--- src/rtl/mhp_pkg.sv ---
// shared constants and types of the modem host pin function block
package mhp_pkg;
  // reference, multiplied and system clock, in hertz
  localparam int unsigned REF_CLK_HZ = 4915200;
  localparam int unsigned PLL_CLK_HZ = 78643200;
  localparam int unsigned SYS_CLK_HZ = 25000000;

  // divided clock output
  localparam int DIV_W = 5;
  localparam logic [4:0] DIV_RESET = 5'h07;
  localparam logic [4:0] DIV_STOP = 5'h00;

  // number of multi-function pins
  localparam int NUM_PINS = 4;

  // apb register byte offsets
  localparam logic [7:0] OFS_DIVIDER = 8'h00;
  localparam logic [7:0] OFS_PIN_FUNC = 8'h04;
  localparam logic [7:0] OFS_GPIO_DIR = 8'h08;
  localparam logic [7:0] OFS_GPIO_OUT = 8'h0C;
  localparam logic [7:0] OFS_GPIO_IN = 8'h10;
  localparam logic [7:0] OFS_MODE = 8'h14;
  localparam logic [7:0] OFS_STATUS = 8'h18;
  localparam logic [7:0] OFS_IRQ_STAT = 8'h1C;
  localparam logic [7:0] OFS_IRQ_EN = 8'h20;
  localparam logic [7:0] OFS_IRQ_CLR = 8'h24;

  // pin function register fields
  localparam int PF_ESC_BIT = 3;
  localparam int PF_EVT_LSB = 6;
  localparam logic [1:0] PF_EVT_ON = 2'h3;
  localparam logic [7:0] PIN_FUNC_RESET = 8'h00;

  // mode register fields
  localparam int MODE_SEC_BIT = 0;
  localparam int MODE_HDLC_BIT = 1;
  localparam int MODE_SLEEP_BIT = 2;
  localparam logic [2:0] MODE_RESET = 3'h0;

  // status register fields
  localparam int ST_ONLINE_BIT = 0;
  localparam int ST_SLEEP_BIT = 1;
  localparam int ST_CTS_BIT = 2;
  localparam int ST_EVT_BIT = 3;

  // interrupt status bits
  localparam int IRQ_W = 3;
  localparam int IRQ_ESC_BIT = 0;
  localparam int IRQ_EVT_BIT = 1;
  localparam int IRQ_LOSS_BIT = 2;

  localparam logic [3:0] GPIO_RESET = 4'h0;
  localparam logic [31:0] RDATA_ZERO = 32'h0000_0000;

  typedef struct packed {
    logic [NUM_PINS-1:0] dout;
    logic [NUM_PINS-1:0] oe;
  } mhp_pins_type;

  typedef struct packed {
    logic psel;
    logic penable;
    logic pwrite;
    logic [7:0] paddr;
    logic [31:0] pwdata;
  } mhp_apb_req_type;
endpackage : mhp_pkg
--- src/rtl/mhp_clk_div.sv ---
// programmable divided clock generator, glitch free on divider change
`timescale 1ns/1ps
module mhp_clk_div
  import mhp_pkg::*;
#(
  parameter int DIV_WIDTH = DIV_W
) (
  input wire logic i_sys_clk,
  input wire logic i_resetn,
  input wire logic [DIV_WIDTH-1:0] i_div_n,
  output logic o_clk
);
  // the reset value seven needs three bits; counters wider than eight bits are not served
  if (DIV_WIDTH < 3 || DIV_WIDTH > 8) begin : g_bad_width
    $error("mhp_clk_div: DIV_WIDTH out of range");
  end

  logic [DIV_WIDTH-1:0] cnt_q, cnt_d;
  logic [DIV_WIDTH-1:0] n_q, n_d;
  logic clk_q, clk_d;

  always_comb begin
    cnt_d = cnt_q;
    n_d = n_q;
    clk_d = clk_q;
    if (n_q == DIV_WIDTH'(0)) begin
      // stopped: output parked low, a new value starts a fresh period
      clk_d = 1'b0;
      cnt_d = '0;
      n_d = i_div_n;
    end else if (cnt_q == n_q) begin
      cnt_d = '0;
      clk_d = ~clk_q;
      // take a new divider only as a full period ends
      if (clk_q) begin
        n_d = i_div_n;
      end
    end else begin
      cnt_d = cnt_q + DIV_WIDTH'(1);
    end
  end

  always_ff @(posedge i_sys_clk) begin
    if (!i_resetn) begin
      cnt_q <= '0;
      n_q <= DIV_WIDTH'(DIV_RESET);
      clk_q <= 1'b0;
    end else begin
      cnt_q <= cnt_d;
      n_q <= n_d;
      clk_q <= clk_d;
    end
  end

  assign o_clk = clk_q;
endmodule : mhp_clk_div

--- src/rtl/mhp_edge_sync.sv ---
// two-flop synchroniser with rising edge detector
`timescale 1ns/1ps
module mhp_edge_sync (
  input wire logic i_sys_clk,
  input wire logic i_resetn,
  input wire logic i_async,
  output logic o_level,
  output logic o_rise
);
  logic meta_q, meta_d;
  logic sync_q, sync_d;
  logic prev_q, prev_d;

  always_comb begin
    meta_d = i_async;
    sync_d = meta_q;
    prev_d = sync_q;
  end

  always_ff @(posedge i_sys_clk) begin
    if (!i_resetn) begin
      meta_q <= 1'b0;
      sync_q <= 1'b0;
      prev_q <= 1'b0;
    end else begin
      meta_q <= meta_d;
      sync_q <= sync_d;
      prev_q <= prev_d;
    end
  end

  // meta_q feeds only sync_q; the edge looks at settled samples
  assign o_level = sync_q;
  assign o_rise = sync_q & ~prev_q;
endmodule : mhp_edge_sync

--- src/rtl/mhp_pin_functions.sv ---
// modem host pin functions: apb registers, pin mux, clock out, events
`timescale 1ns/1ps

module mhp_pin_functions
  import mhp_pkg::*;
(
  input wire logic i_sys_clk,
  input wire logic i_resetn,
  input wire mhp_apb_req_type i_apb,
  output logic o_pready,
  output logic [31:0] o_prdata,
  output logic o_pslverr,
  input wire logic [NUM_PINS-1:0] i_pins,
  output mhp_pins_type o_pins,
  output logic o_divided_clock_out,
  input wire logic i_secondary_serial_out,
  output logic o_secondary_serial_in,
  input wire logic i_rx_frame_end_flag,
  input wire logic i_connect,
  input wire logic i_carrier_lost,
  input wire logic i_intrusion,
  input wire logic i_rx_space,
  output logic o_cts,
  output logic o_online,
  output logic o_sleep,
  output logic o_irq
);
  // register state
  logic [DIV_W-1:0] div_q, div_d;
  logic [7:0] pin_func_q, pin_func_d;
  logic [3:0] gpio_dir_q, gpio_dir_d;
  logic [3:0] gpio_out_q, gpio_out_d;
  logic [2:0] mode_q, mode_d;
  logic [IRQ_W-1:0] irq_stat_q, irq_stat_d;
  logic [IRQ_W-1:0] irq_en_q, irq_en_d;
  // block state
  logic online_q, online_d;
  logic evt_q, evt_d;
  logic irq_q, irq_d;
  logic cts_q, cts_d;
  logic sec_rx_q, sec_rx_d;
  logic [3:0] gpio_in_q, gpio_in_d;
  mhp_pins_type pins_q, pins_d;
  // apb answer
  logic pready_q, pready_d;
  logic pslverr_q, pslverr_d;
  logic [31:0] prdata_q, prdata_d;

  logic access;
  logic wr_fire;
  logic esc_rise;
  logic esc_level;
  logic clk_out;
  logic esc_mode;
  logic evt_mode;
  logic evt_set;
  logic esc_evt;
  logic hit;
  logic [31:0] rd_word;

  // pin mux and four-bit gpio fields serve exactly four pins
  if (NUM_PINS != 4 || IRQ_W < 3) begin : g_bad_cfg
    $error("mhp_pin_functions: unsupported pin or interrupt count");
  end

  mhp_edge_sync u_esc_sync (
    .i_sys_clk(i_sys_clk),
    .i_resetn(i_resetn),
    .i_async(i_pins[2]),
    .o_level(esc_level),
    .o_rise(esc_rise)
  );

  mhp_clk_div #(
    .DIV_WIDTH(DIV_W)
  ) u_clk_div (
    .i_sys_clk(i_sys_clk),
    .i_resetn(i_resetn),
    .i_div_n(div_q),
    .o_clk(clk_out)
  );

  // zero-wait decode, one wait state so read data comes from a flop
  assign access = i_apb.psel & i_apb.penable;
  // writes land on the edge at which the master samples ready high
  assign wr_fire = access & pready_q & i_apb.pwrite;

  assign esc_mode = pin_func_q[PF_ESC_BIT];
  assign evt_mode = (pin_func_q[PF_EVT_LSB +: 2] == PF_EVT_ON);
  // an edge while offline is dropped, not kept for the next call
  assign esc_evt = esc_mode & esc_rise & online_q;
  assign evt_set = evt_mode & (i_carrier_lost | i_intrusion);

  // read mux
  always_comb begin
    rd_word = RDATA_ZERO;
    hit = 1'b1;
    unique case (i_apb.paddr)
      OFS_DIVIDER: rd_word[DIV_W-1:0] = div_q;
      OFS_PIN_FUNC: rd_word[7:0] = pin_func_q;
      OFS_GPIO_DIR: rd_word[3:0] = gpio_dir_q;
      OFS_GPIO_OUT: rd_word[3:0] = gpio_out_q;
      OFS_GPIO_IN: rd_word[3:0] = gpio_in_q;
      OFS_MODE: rd_word[2:0] = mode_q;
      OFS_STATUS: begin
        rd_word[ST_ONLINE_BIT] = online_q;
        rd_word[ST_SLEEP_BIT] = mode_q[MODE_SLEEP_BIT];
        rd_word[ST_CTS_BIT] = cts_q;
        rd_word[ST_EVT_BIT] = evt_q;
      end
      OFS_IRQ_STAT: rd_word[IRQ_W-1:0] = irq_stat_q;
      OFS_IRQ_EN: rd_word[IRQ_W-1:0] = irq_en_q;
      // clear register is write-only, reads zero
      OFS_IRQ_CLR: rd_word = RDATA_ZERO;
      default: hit = 1'b0;
    endcase
  end

  // apb slave answer
  always_comb begin
    pready_d = access & ~pready_q;
    prdata_d = prdata_q;
    pslverr_d = 1'b0;
    if (access & ~pready_q) begin
      prdata_d = i_apb.pwrite ? RDATA_ZERO : rd_word;
      pslverr_d = ~hit;
    end
  end

  always_ff @(posedge i_sys_clk) begin
    if (!i_resetn) begin
      pready_q <= 1'b0;
      prdata_q <= RDATA_ZERO;
      pslverr_q <= 1'b0;
    end else begin
      pready_q <= pready_d;
      prdata_q <= prdata_d;
      pslverr_q <= pslverr_d;
    end
  end

  // software registers
  always_comb begin
    div_d = div_q;
    pin_func_d = pin_func_q;
    gpio_dir_d = gpio_dir_q;
    gpio_out_d = gpio_out_q;
    mode_d = mode_q;
    irq_en_d = irq_en_q;
    if (wr_fire) begin
      unique case (i_apb.paddr)
        OFS_DIVIDER: div_d = i_apb.pwdata[DIV_W-1:0];
        OFS_PIN_FUNC: pin_func_d = i_apb.pwdata[7:0];
        OFS_GPIO_DIR: gpio_dir_d = i_apb.pwdata[3:0];
        OFS_GPIO_OUT: gpio_out_d = i_apb.pwdata[3:0];
        OFS_MODE: mode_d = i_apb.pwdata[2:0];
        OFS_IRQ_EN: irq_en_d = i_apb.pwdata[IRQ_W-1:0];
        // read-only and unmapped offsets keep all state
        default: ;
      endcase
    end
  end

  always_ff @(posedge i_sys_clk) begin
    if (!i_resetn) begin
      div_q <= DIV_RESET;
      pin_func_q <= PIN_FUNC_RESET;
      gpio_dir_q <= GPIO_RESET;
      gpio_out_q <= GPIO_RESET;
      mode_q <= MODE_RESET;
      irq_en_q <= '0;
    end else begin
      div_q <= div_d;
      pin_func_q <= pin_func_d;
      gpio_dir_q <= gpio_dir_d;
      gpio_out_q <= gpio_out_d;
      mode_q <= mode_d;
      irq_en_q <= irq_en_d;
    end
  end

  // modem state, sticky line event and interrupts
  always_comb begin
    logic [IRQ_W-1:0] clr;
    logic [IRQ_W-1:0] ev;
    clr = '0;
    ev = '0;
    if (wr_fire && i_apb.paddr == OFS_IRQ_CLR) begin
      clr = i_apb.pwdata[IRQ_W-1:0];
    end
    ev[IRQ_ESC_BIT] = esc_evt;
    ev[IRQ_EVT_BIT] = evt_set & ~evt_q;
    ev[IRQ_LOSS_BIT] = i_carrier_lost;
    // events win over a clear in the same cycle
    irq_stat_d = (irq_stat_q & ~clr) | ev;
    irq_d = |(irq_stat_q & irq_en_q);
    online_d = online_q;
    // loss beats connect so a dropped line never reads as online
    if (esc_evt || i_carrier_lost) begin
      online_d = 1'b0;
    end else if (i_connect) begin
      online_d = 1'b1;
    end
    evt_d = evt_q;
    if (wr_fire && i_apb.paddr == OFS_PIN_FUNC) begin
      evt_d = 1'b0;
    end
    if (evt_set) begin
      evt_d = 1'b1;
    end
    // no data accepted while asleep
    cts_d = i_rx_space & ~mode_q[MODE_SLEEP_BIT];
  end

  always_ff @(posedge i_sys_clk) begin
    if (!i_resetn) begin
      irq_stat_q <= '0;
      irq_q <= 1'b0;
      online_q <= 1'b0;
      evt_q <= 1'b0;
      cts_q <= 1'b0;
    end else begin
      irq_stat_q <= irq_stat_d;
      irq_q <= irq_d;
      online_q <= online_d;
      evt_q <= evt_d;
      cts_q <= cts_d;
    end
  end

  // pin mux
  always_comb begin
    pins_d.dout = gpio_out_q;
    pins_d.oe = gpio_dir_q;
    gpio_in_d = i_pins;
    // pin three read back through the synchroniser in escape mode
    if (esc_mode) begin
      gpio_in_d[2] = esc_level;
    end
    sec_rx_d = 1'b1;
    // hdlc owns pin one over the secondary serial transmit line
    if (mode_q[MODE_HDLC_BIT]) begin
      pins_d.dout[0] = i_rx_frame_end_flag;
      pins_d.oe[0] = 1'b1;
    end else if (mode_q[MODE_SEC_BIT]) begin
      pins_d.dout[0] = i_secondary_serial_out;
      pins_d.oe[0] = 1'b1;
    end
    if (mode_q[MODE_SEC_BIT]) begin
      pins_d.dout[1] = 1'b0;
      pins_d.oe[1] = 1'b0;
      sec_rx_d = i_pins[1];
    end
    if (esc_mode) begin
      pins_d.dout[2] = 1'b0;
      pins_d.oe[2] = 1'b0;
    end
    if (evt_mode) begin
      pins_d.dout[3] = evt_q;
      pins_d.oe[3] = 1'b1;
    end
  end

  always_ff @(posedge i_sys_clk) begin
    if (!i_resetn) begin
      pins_q <= '0;
      gpio_in_q <= GPIO_RESET;
      sec_rx_q <= 1'b1;
    end else begin
      pins_q <= pins_d;
      gpio_in_q <= gpio_in_d;
      sec_rx_q <= sec_rx_d;
    end
  end

  assign o_pready = pready_q;
  assign o_prdata = prdata_q;
  assign o_pslverr = pslverr_q;
  assign o_pins = pins_q;
  assign o_divided_clock_out = clk_out;
  assign o_secondary_serial_in = sec_rx_q;
  assign o_cts = cts_q;
  assign o_online = online_q;
  assign o_sleep = mode_q[MODE_SLEEP_BIT];
  assign o_irq = irq_q;
endmodule : mhp_pin_functions

--- config.mk ---
export PLATFORM = sky130hd
export DESIGN_NAME = mhp_pin_functions
export DESIGN_NICKNAME = d
export VERILOG_FILES = /design/src/rtl/mhp_pkg.sv /design/src/rtl/mhp_clk_div.sv /design/src/rtl/mhp_edge_sync.sv /design/src/rtl/mhp_pin_functions.sv
export SDC_FILE = /design/constraint.sdc
export NUM_CORES = 1
export LEC_CHECK = 0
export BUFFER_PORTS_ARGS = -buffer_cell sky130_fd_sc_hd__buf_4
export CAP_MARGIN = 40
export CORE_MARGIN = 5
export CORE_UTILIZATION = 50
export DETAILED_ROUTE_END_ITERATION = 12
export PLACE_DENSITY = 0.87
export SYNTH_ARGS = -nofsm -noshare
export SYNTH_HDL_FRONTEND = slang
export SYNTH_SLANG_ARGS = --single-unit
--- constraint.sdc ---
create_clock -name i_sys_clk -period 1.95 [get_ports i_sys_clk]
set_input_delay 0.0975 -clock i_sys_clk [delete_from_list [all_inputs] [get_ports i_sys_clk]]
set_output_delay 0.0975 -clock i_sys_clk [all_outputs]
set_load 0.03 [all_outputs]
# --- After elaboration in Yosys (flattened, before gate mapping) ---
# Cells that the tools add are included.
word_totals:
  register_bits: 95
  output_inout_bits: 48
op_classes:
  n_addsub: 1
  eq_ne: 11
  mux: 19
  bitwise_logic: 22
  n_reduce_logical: 24
ops:
  columns: ["op", "count"]
  rows:
  - ["$eq A8 B5 Y1 const B", 4]
  - ["$pmux W3 S9", 1]
  - ["$reduce_and A2 Y1", 9]
  - ["$eq A8 B4 Y1 const B", 2]
  - ["$eq A8 B6 Y1 const B", 2]
  - ["$mux W5", 3]
  - ["$and A1 B1 Y1", 10]
  - ["$mux W1", 10]
  - ["$reduce_or A10 Y1", 1]
  - ["$eq A8 B3 Y1 const B", 1]
  - ["$logic_not A8 Y1", 1]
  - ["$mux W8", 1]
  - ["$reduce_or A2 Y1", 4]
  - ["$not A1 Y1", 7]
  - ["$and A3 B3 Y3", 2]
  - ["$mux W3", 2]
  - ["$pmux W1 S6", 1]
  - ["$reduce_bool A2 Y1", 3]
  - ["$reduce_or A3 Y1", 2]
  - ["$add A5 B1 Y5 const B", 1]
  - ["$eq A5 B5 Y1", 1]
  - ["$logic_not A5 Y1", 1]
  - ["$not A3 Y3", 1]
  - ["$or A3 B3 Y3", 1]
  - ["5 further kinds", 6]

# --- Logic depth before layout (Yosys ltp) ---
logic_depth:
  word_depth: 8
  depth_mapped: 6

# --- Modules after synthesis ---
# A second synthesis with hierarchy kept.
unflattened:
  hier_cells: 344
  hier_area_um2: 3265.6
modules_own_cells:
  columns: ["module", "instances", "cells_each", "area_each_um2"]
  rows:
  - ["mhp_pin_functions", 1, 284, 2678.8]
  - ["mhp_clk_div", 1, 53, 494.2]
  - ["mhp_edge_sync", 1, 7, 92.6]

# --- Worst setup path before layout ---
# No wires, ideal clock.
synth_path:
  path_type: "reg-to-reg"
  startpoint: "reg pready_q (netlist: o_pready)"
  endpoint: "reg irq_stat_q[2]"
  setup_time_ps: 115
  arrival_ps: 1519
  required_ps: 1835
  path_slack_ps: 317
  path_stages_with_launch: 5
  path_buffers: 0
  cell_sequence: "dfxtp_1 > nand4_1 > nor4_1 > a21boi_0 > o21a_1"
synth_between:
  elab_chain_len: 7
synth_lines:
  columns: ["item", "line_no", "source"]
  rows:
  - ["start, declared", "mhp_pin_functions.sv:45", "logic pready_q, pready_d;"]
  - ["start signal, assigned", "mhp_pin_functions.sv:136", "pready_q <= pready_d;"]
  - ["$and A1 B1 Y1 (2 in a row)", "mhp_pin_functions.sv:86", "assign wr_fire = access & pready_q & i_apb.pwrite;"]
  - ["$logic_and A1 B1 Y1", "mhp_pin_functions.sv:188", "if (wr_fire && i_apb.paddr == OFS_IRQ_CLR) begin"]
  - ["$mux W3", "mhp_pin_functions.sv:188", null]
  - ["$not A3 Y3", "mhp_pin_functions.sv:195", "irq_stat_d = (irq_stat_q & ~clr) | ev;"]
  - ["$and A3 B3 Y3", "mhp_pin_functions.sv:195", null]
  - ["$or A3 B3 Y3", "mhp_pin_functions.sv:195", null]
  - ["end signal, assigned", "mhp_pin_functions.sv:223", "irq_stat_q <= irq_stat_d;"]
  - ["end, declared", "mhp_pin_functions.sv:34", "logic [IRQ_W-1:0] irq_stat_q, irq_stat_d;"]
# Every way passes these cells.
# A chain may end at the register's enable or synchronous reset.

# --- Final worst setup path ---
layout_path:
  startpoint: "reg pready_q (netlist: o_pready)"
  endpoint: "reg prdata_q[6] (netlist: o_prdata[6])"
layout_between:
  elab_chain_len: 2
layout_lines:
  columns: ["item", "line_no", "source"]
  rows:
  - ["$not A1 Y1", "mhp_pin_functions.sv:124", "if (access & ~pready_q) begin"]
  - ["$and A1 B1 Y1", "mhp_pin_functions.sv:124", null]
  - ["end signal, assigned", "mhp_pin_functions.sv:137", "prdata_q <= prdata_d;"]
  - ["end, declared", "mhp_pin_functions.sv:47", "logic [31:0] prdata_q, prdata_d;"]
# Every way passes these cells.

==> flow_summary.ini <==
[status]
status = complete, no violations

[critical_path]
required_ns = 2.24
rrSetupSlack_ns = 0.23
r2r_cells = 6
r2r-start = o_pready
cp_slowest_cell = nand3b_1
regToRegEndpoint = o_prdata[6]
critical_path.endpoint_type = flop
cp_top_family = simple AND/OR/NAND/NOR gates
path_buf_inv = 2
critPathLaunchType = flop
worst-endpoint-arrival_ns = 2.01
critical_path.cell_chain = nand3b_1, buf_4, nor4_1, buf_4, a22oi_1, nor2_1
max_stage_delay_ns = 0.40
crit_fanout = 11
path_class = flop to flop
crit_top_cell = buf_4

[synth]
synthXorXnorAreaFrac_pct = 2.17
yosys.area_share.simple_pct = 20.8
synthMuxAreaShare_pct = 13.6
synthArstFlopShare_pct = 0
synth_commonest_cells = dfxtp_1, nor2_1, mux2i_1
synth_top_area_share_pct = 44.0
syn-cell-area_um2 = 3230
avgSynthCellArea_um2 = 9.59
postSynthCellCount = 337
synth_top_family_by_area = simple AND/OR/NAND/NOR gates
synth-adder-area-share_pct = 0.387
synth_top_cell_by_area = dfxtp_1
synth_edf_count = 0
yosysMostFrequentCell = dfxtp_1
synthFlopType = dfxtp_1
synth_area_leaders = dfxtp_1, mux2i_1, buf_4
synth-compound-area-share_pct = 10.9
ys_ff_latch = 71
synth_cell_type_count = 57
ys_warn_count = 0
ys_seq_area_share_pct = 44.0

[timing]
slew_headroom_pct = 62.3
drv_slew = 0
rsz0062_at_grt = no
hold_violations = 0
max_freq_mhz = 583
period_share_pct = 88.0
setup_violations = 0
tightest_slew_ns = 0.557
fin_tns_setup_ns = 0
finalCriticalPeriod_ns = 1.72
finalClockSkew_ns = 0.00458

[finish]
layout-drive-gt1-share_pct = 22.8
diodes = 0
syn_to_final_growth_pct = 22.4
fin_cells = 489
finalInstanceArea_um2 = 3960
final_util_pct = 62.7
layout.nets = 463
n_fill_cell = 510

[floorplan]
core-area_um2 = 6310
die-width_um = 90.4
start_util_pct = 51.2
die_height_um = 90.4
die-area_um2 = 8170
num_rows = 29
ios = 103

[pwr]
cellPowerDensity_nw_per_um2 = 757
ir_worst_vdd_uv = 546
leakage_uw = 0.00165

[min_path]
hp-start = i_apb[5]
hold_path_class = input port to flop
holdPathEnd = pin_func_q[5]
whs_path_depth = 3

[clocking]
insertion_delay_ns = 0.35
cts_made_buffers = 9
clk_pin_slew_ns = 0.07
h-tree-depth = 3
hold_buffers = 10
post-cts-setup-buffers = 0
cts.path.max_buffers = 2
cts-root-buf = clkbuf_8
cts_sinks = 71
cts_tree = done
ctsResizeCount = 0

[global_route]
grt.overflow.total = 0
grt_busiest_layer = met2
met3_usage_pct = 6.42
grt_pass1_vias = 2709
grt_max_degree = 34
antenna_found_initial = 0
grt_usage_pct = 19.6
met1_usage_pct = 24.3
grt.met2_usage_pct = 31.8
grt_pass1_wl_um = 13100

[place]
gp_congestion = 0.963
io_buffer_count = 54
dpl.cell_count = 463
hpwlAfterDp_um = 5660
place_area_um2 = 3650

[route]
drt_iter0_markers = 334
routed_wl_um = 7830
drc_errors = 0
dr.pass1.iters = 5
ant_nets = 0
vias = 2709
routed_via_density = 5.54
wl_per_cell_um = 16.0

[job]
max_cap_viol_count = 0
-- power breakdown --
group | switching (µW) | total, µW | internal [µW]
clock network | 529 | 1230 | 697
registers | 13.6 | 1480 | 1470
logic | 184 | 289 | 105
-- layer usage --
| layer | wire length [µm] | part of all wire (%) | vias to the layer above |
|---|---|---|---|
| met5 | 0 | 0 | - |
| met2 | 3660 | 47 | 132 |
| li1 | - | - | 1294 |
| met4 | 148 | 1.9 | 0 |
| met3 | 683 | 8.7 | 17 |
| met1 | 3340 | 43 | 1266 |
-- worst min-delay path, delay by kind of cell --
family / cells / cell delay (ns)
buffers and inverters: 1 / 0.08
muxes: 1 / 0.06
and+or+nand+nor: 1 / 0.10
-- logic make-up after synthesis --
kind of cell	Yosys count
mux	43
fa+ha+maj	1
other cells	1
buf+inv	41
compound gates	49
simple gates	123
flops	71
xor+xnor	8
-- registers in the layout, summed over array words and instances (netlist names) --
signal                 count
u_esc_sync.prev_q          1
u_clk_div.n_q              5
irq_stat_q                 3
u_clk_div.cnt_q            5
pin_func_q                 8
o_prdata                   8
evt_q                      1
o_pready                   1
gpio_out_q                 4
div_q                      5
o_irq                      1
o_online                   1
gpio_in_q                  4
gpio_dir_q                 4
o_secondary_serial_in      1
mode_q                     3
u_clk_div.o_clk            1
o_pins                     8
u_esc_sync.o_level         1
o_cts                      1
o_pslverr                  1
irq_en_q                   3
u_esc_sync.meta_q          1
-- how the worst max path moves through the flow --
stage | from | endpoint | slack, ns | cells past startpoint
after detailed placement | i_apb[36] | pin_func_q[5] | 0.27 | 6
after floorplan | o_pready | irq_stat_q[2] | 0.32 | 4
after global placement | i_apb[36] | o_prdata[4] | 0.31 | 4
after global routing | o_pready | o_prdata[2] | 0.10 | 4
final | o_pready | o_prdata[6] | 0.23 | 6
after CTS | o_pready | o_prdata[6] | 0.28 | 6
-- cell usage in the layout, fill, tap and decap left out, drive strengths merged, types with 5 or more instances in the layout --
cell type    count
nand4            5
xnor2            6
o21a             5
mux2i           37
dlygate4sd3     10
a21oi            8
conb            24
a22oi            7
nor3b            5
nand3           10
nor3             6
nand2           16
buf             64
nor4             6
and2            10
nor2            44
dfxtp           71
mux2             6
clkbuf          14
o21ai            7
-- final cells by class --
| type | instances | area, µm² | share of cell area (%) |
|---|---|---|---|
| Inverter | 3 | 11.3 | 0.285 |
| Timing Repair Buffer | 74 | 581 | 14.7 |
| Sequential cell | 71 | 1420 | 35.9 |
| Clock buffer | 14 | 173 | 4.36 |
| Multi-Input combinational cell | 248 | 1640 | 41.4 |
| Tap cell | 77 | 96.3 | 2.44 |
| Clock inverter | 2 | 37.5 | 0.949 |
-- stage by stage --
step                      power, µW  worst slack (ns)  hold slack [ns]
after global routing           3100             0.100           0.0247
after global placement         1780             0.308            0.298
final                          3000             0.235           0.0134
after detailed placement       1780             0.272            0.304
after CTS                      3000             0.282          0.00703
after floorplan                1710             0.317            0.176
Power figures use the tool's default switching activity.
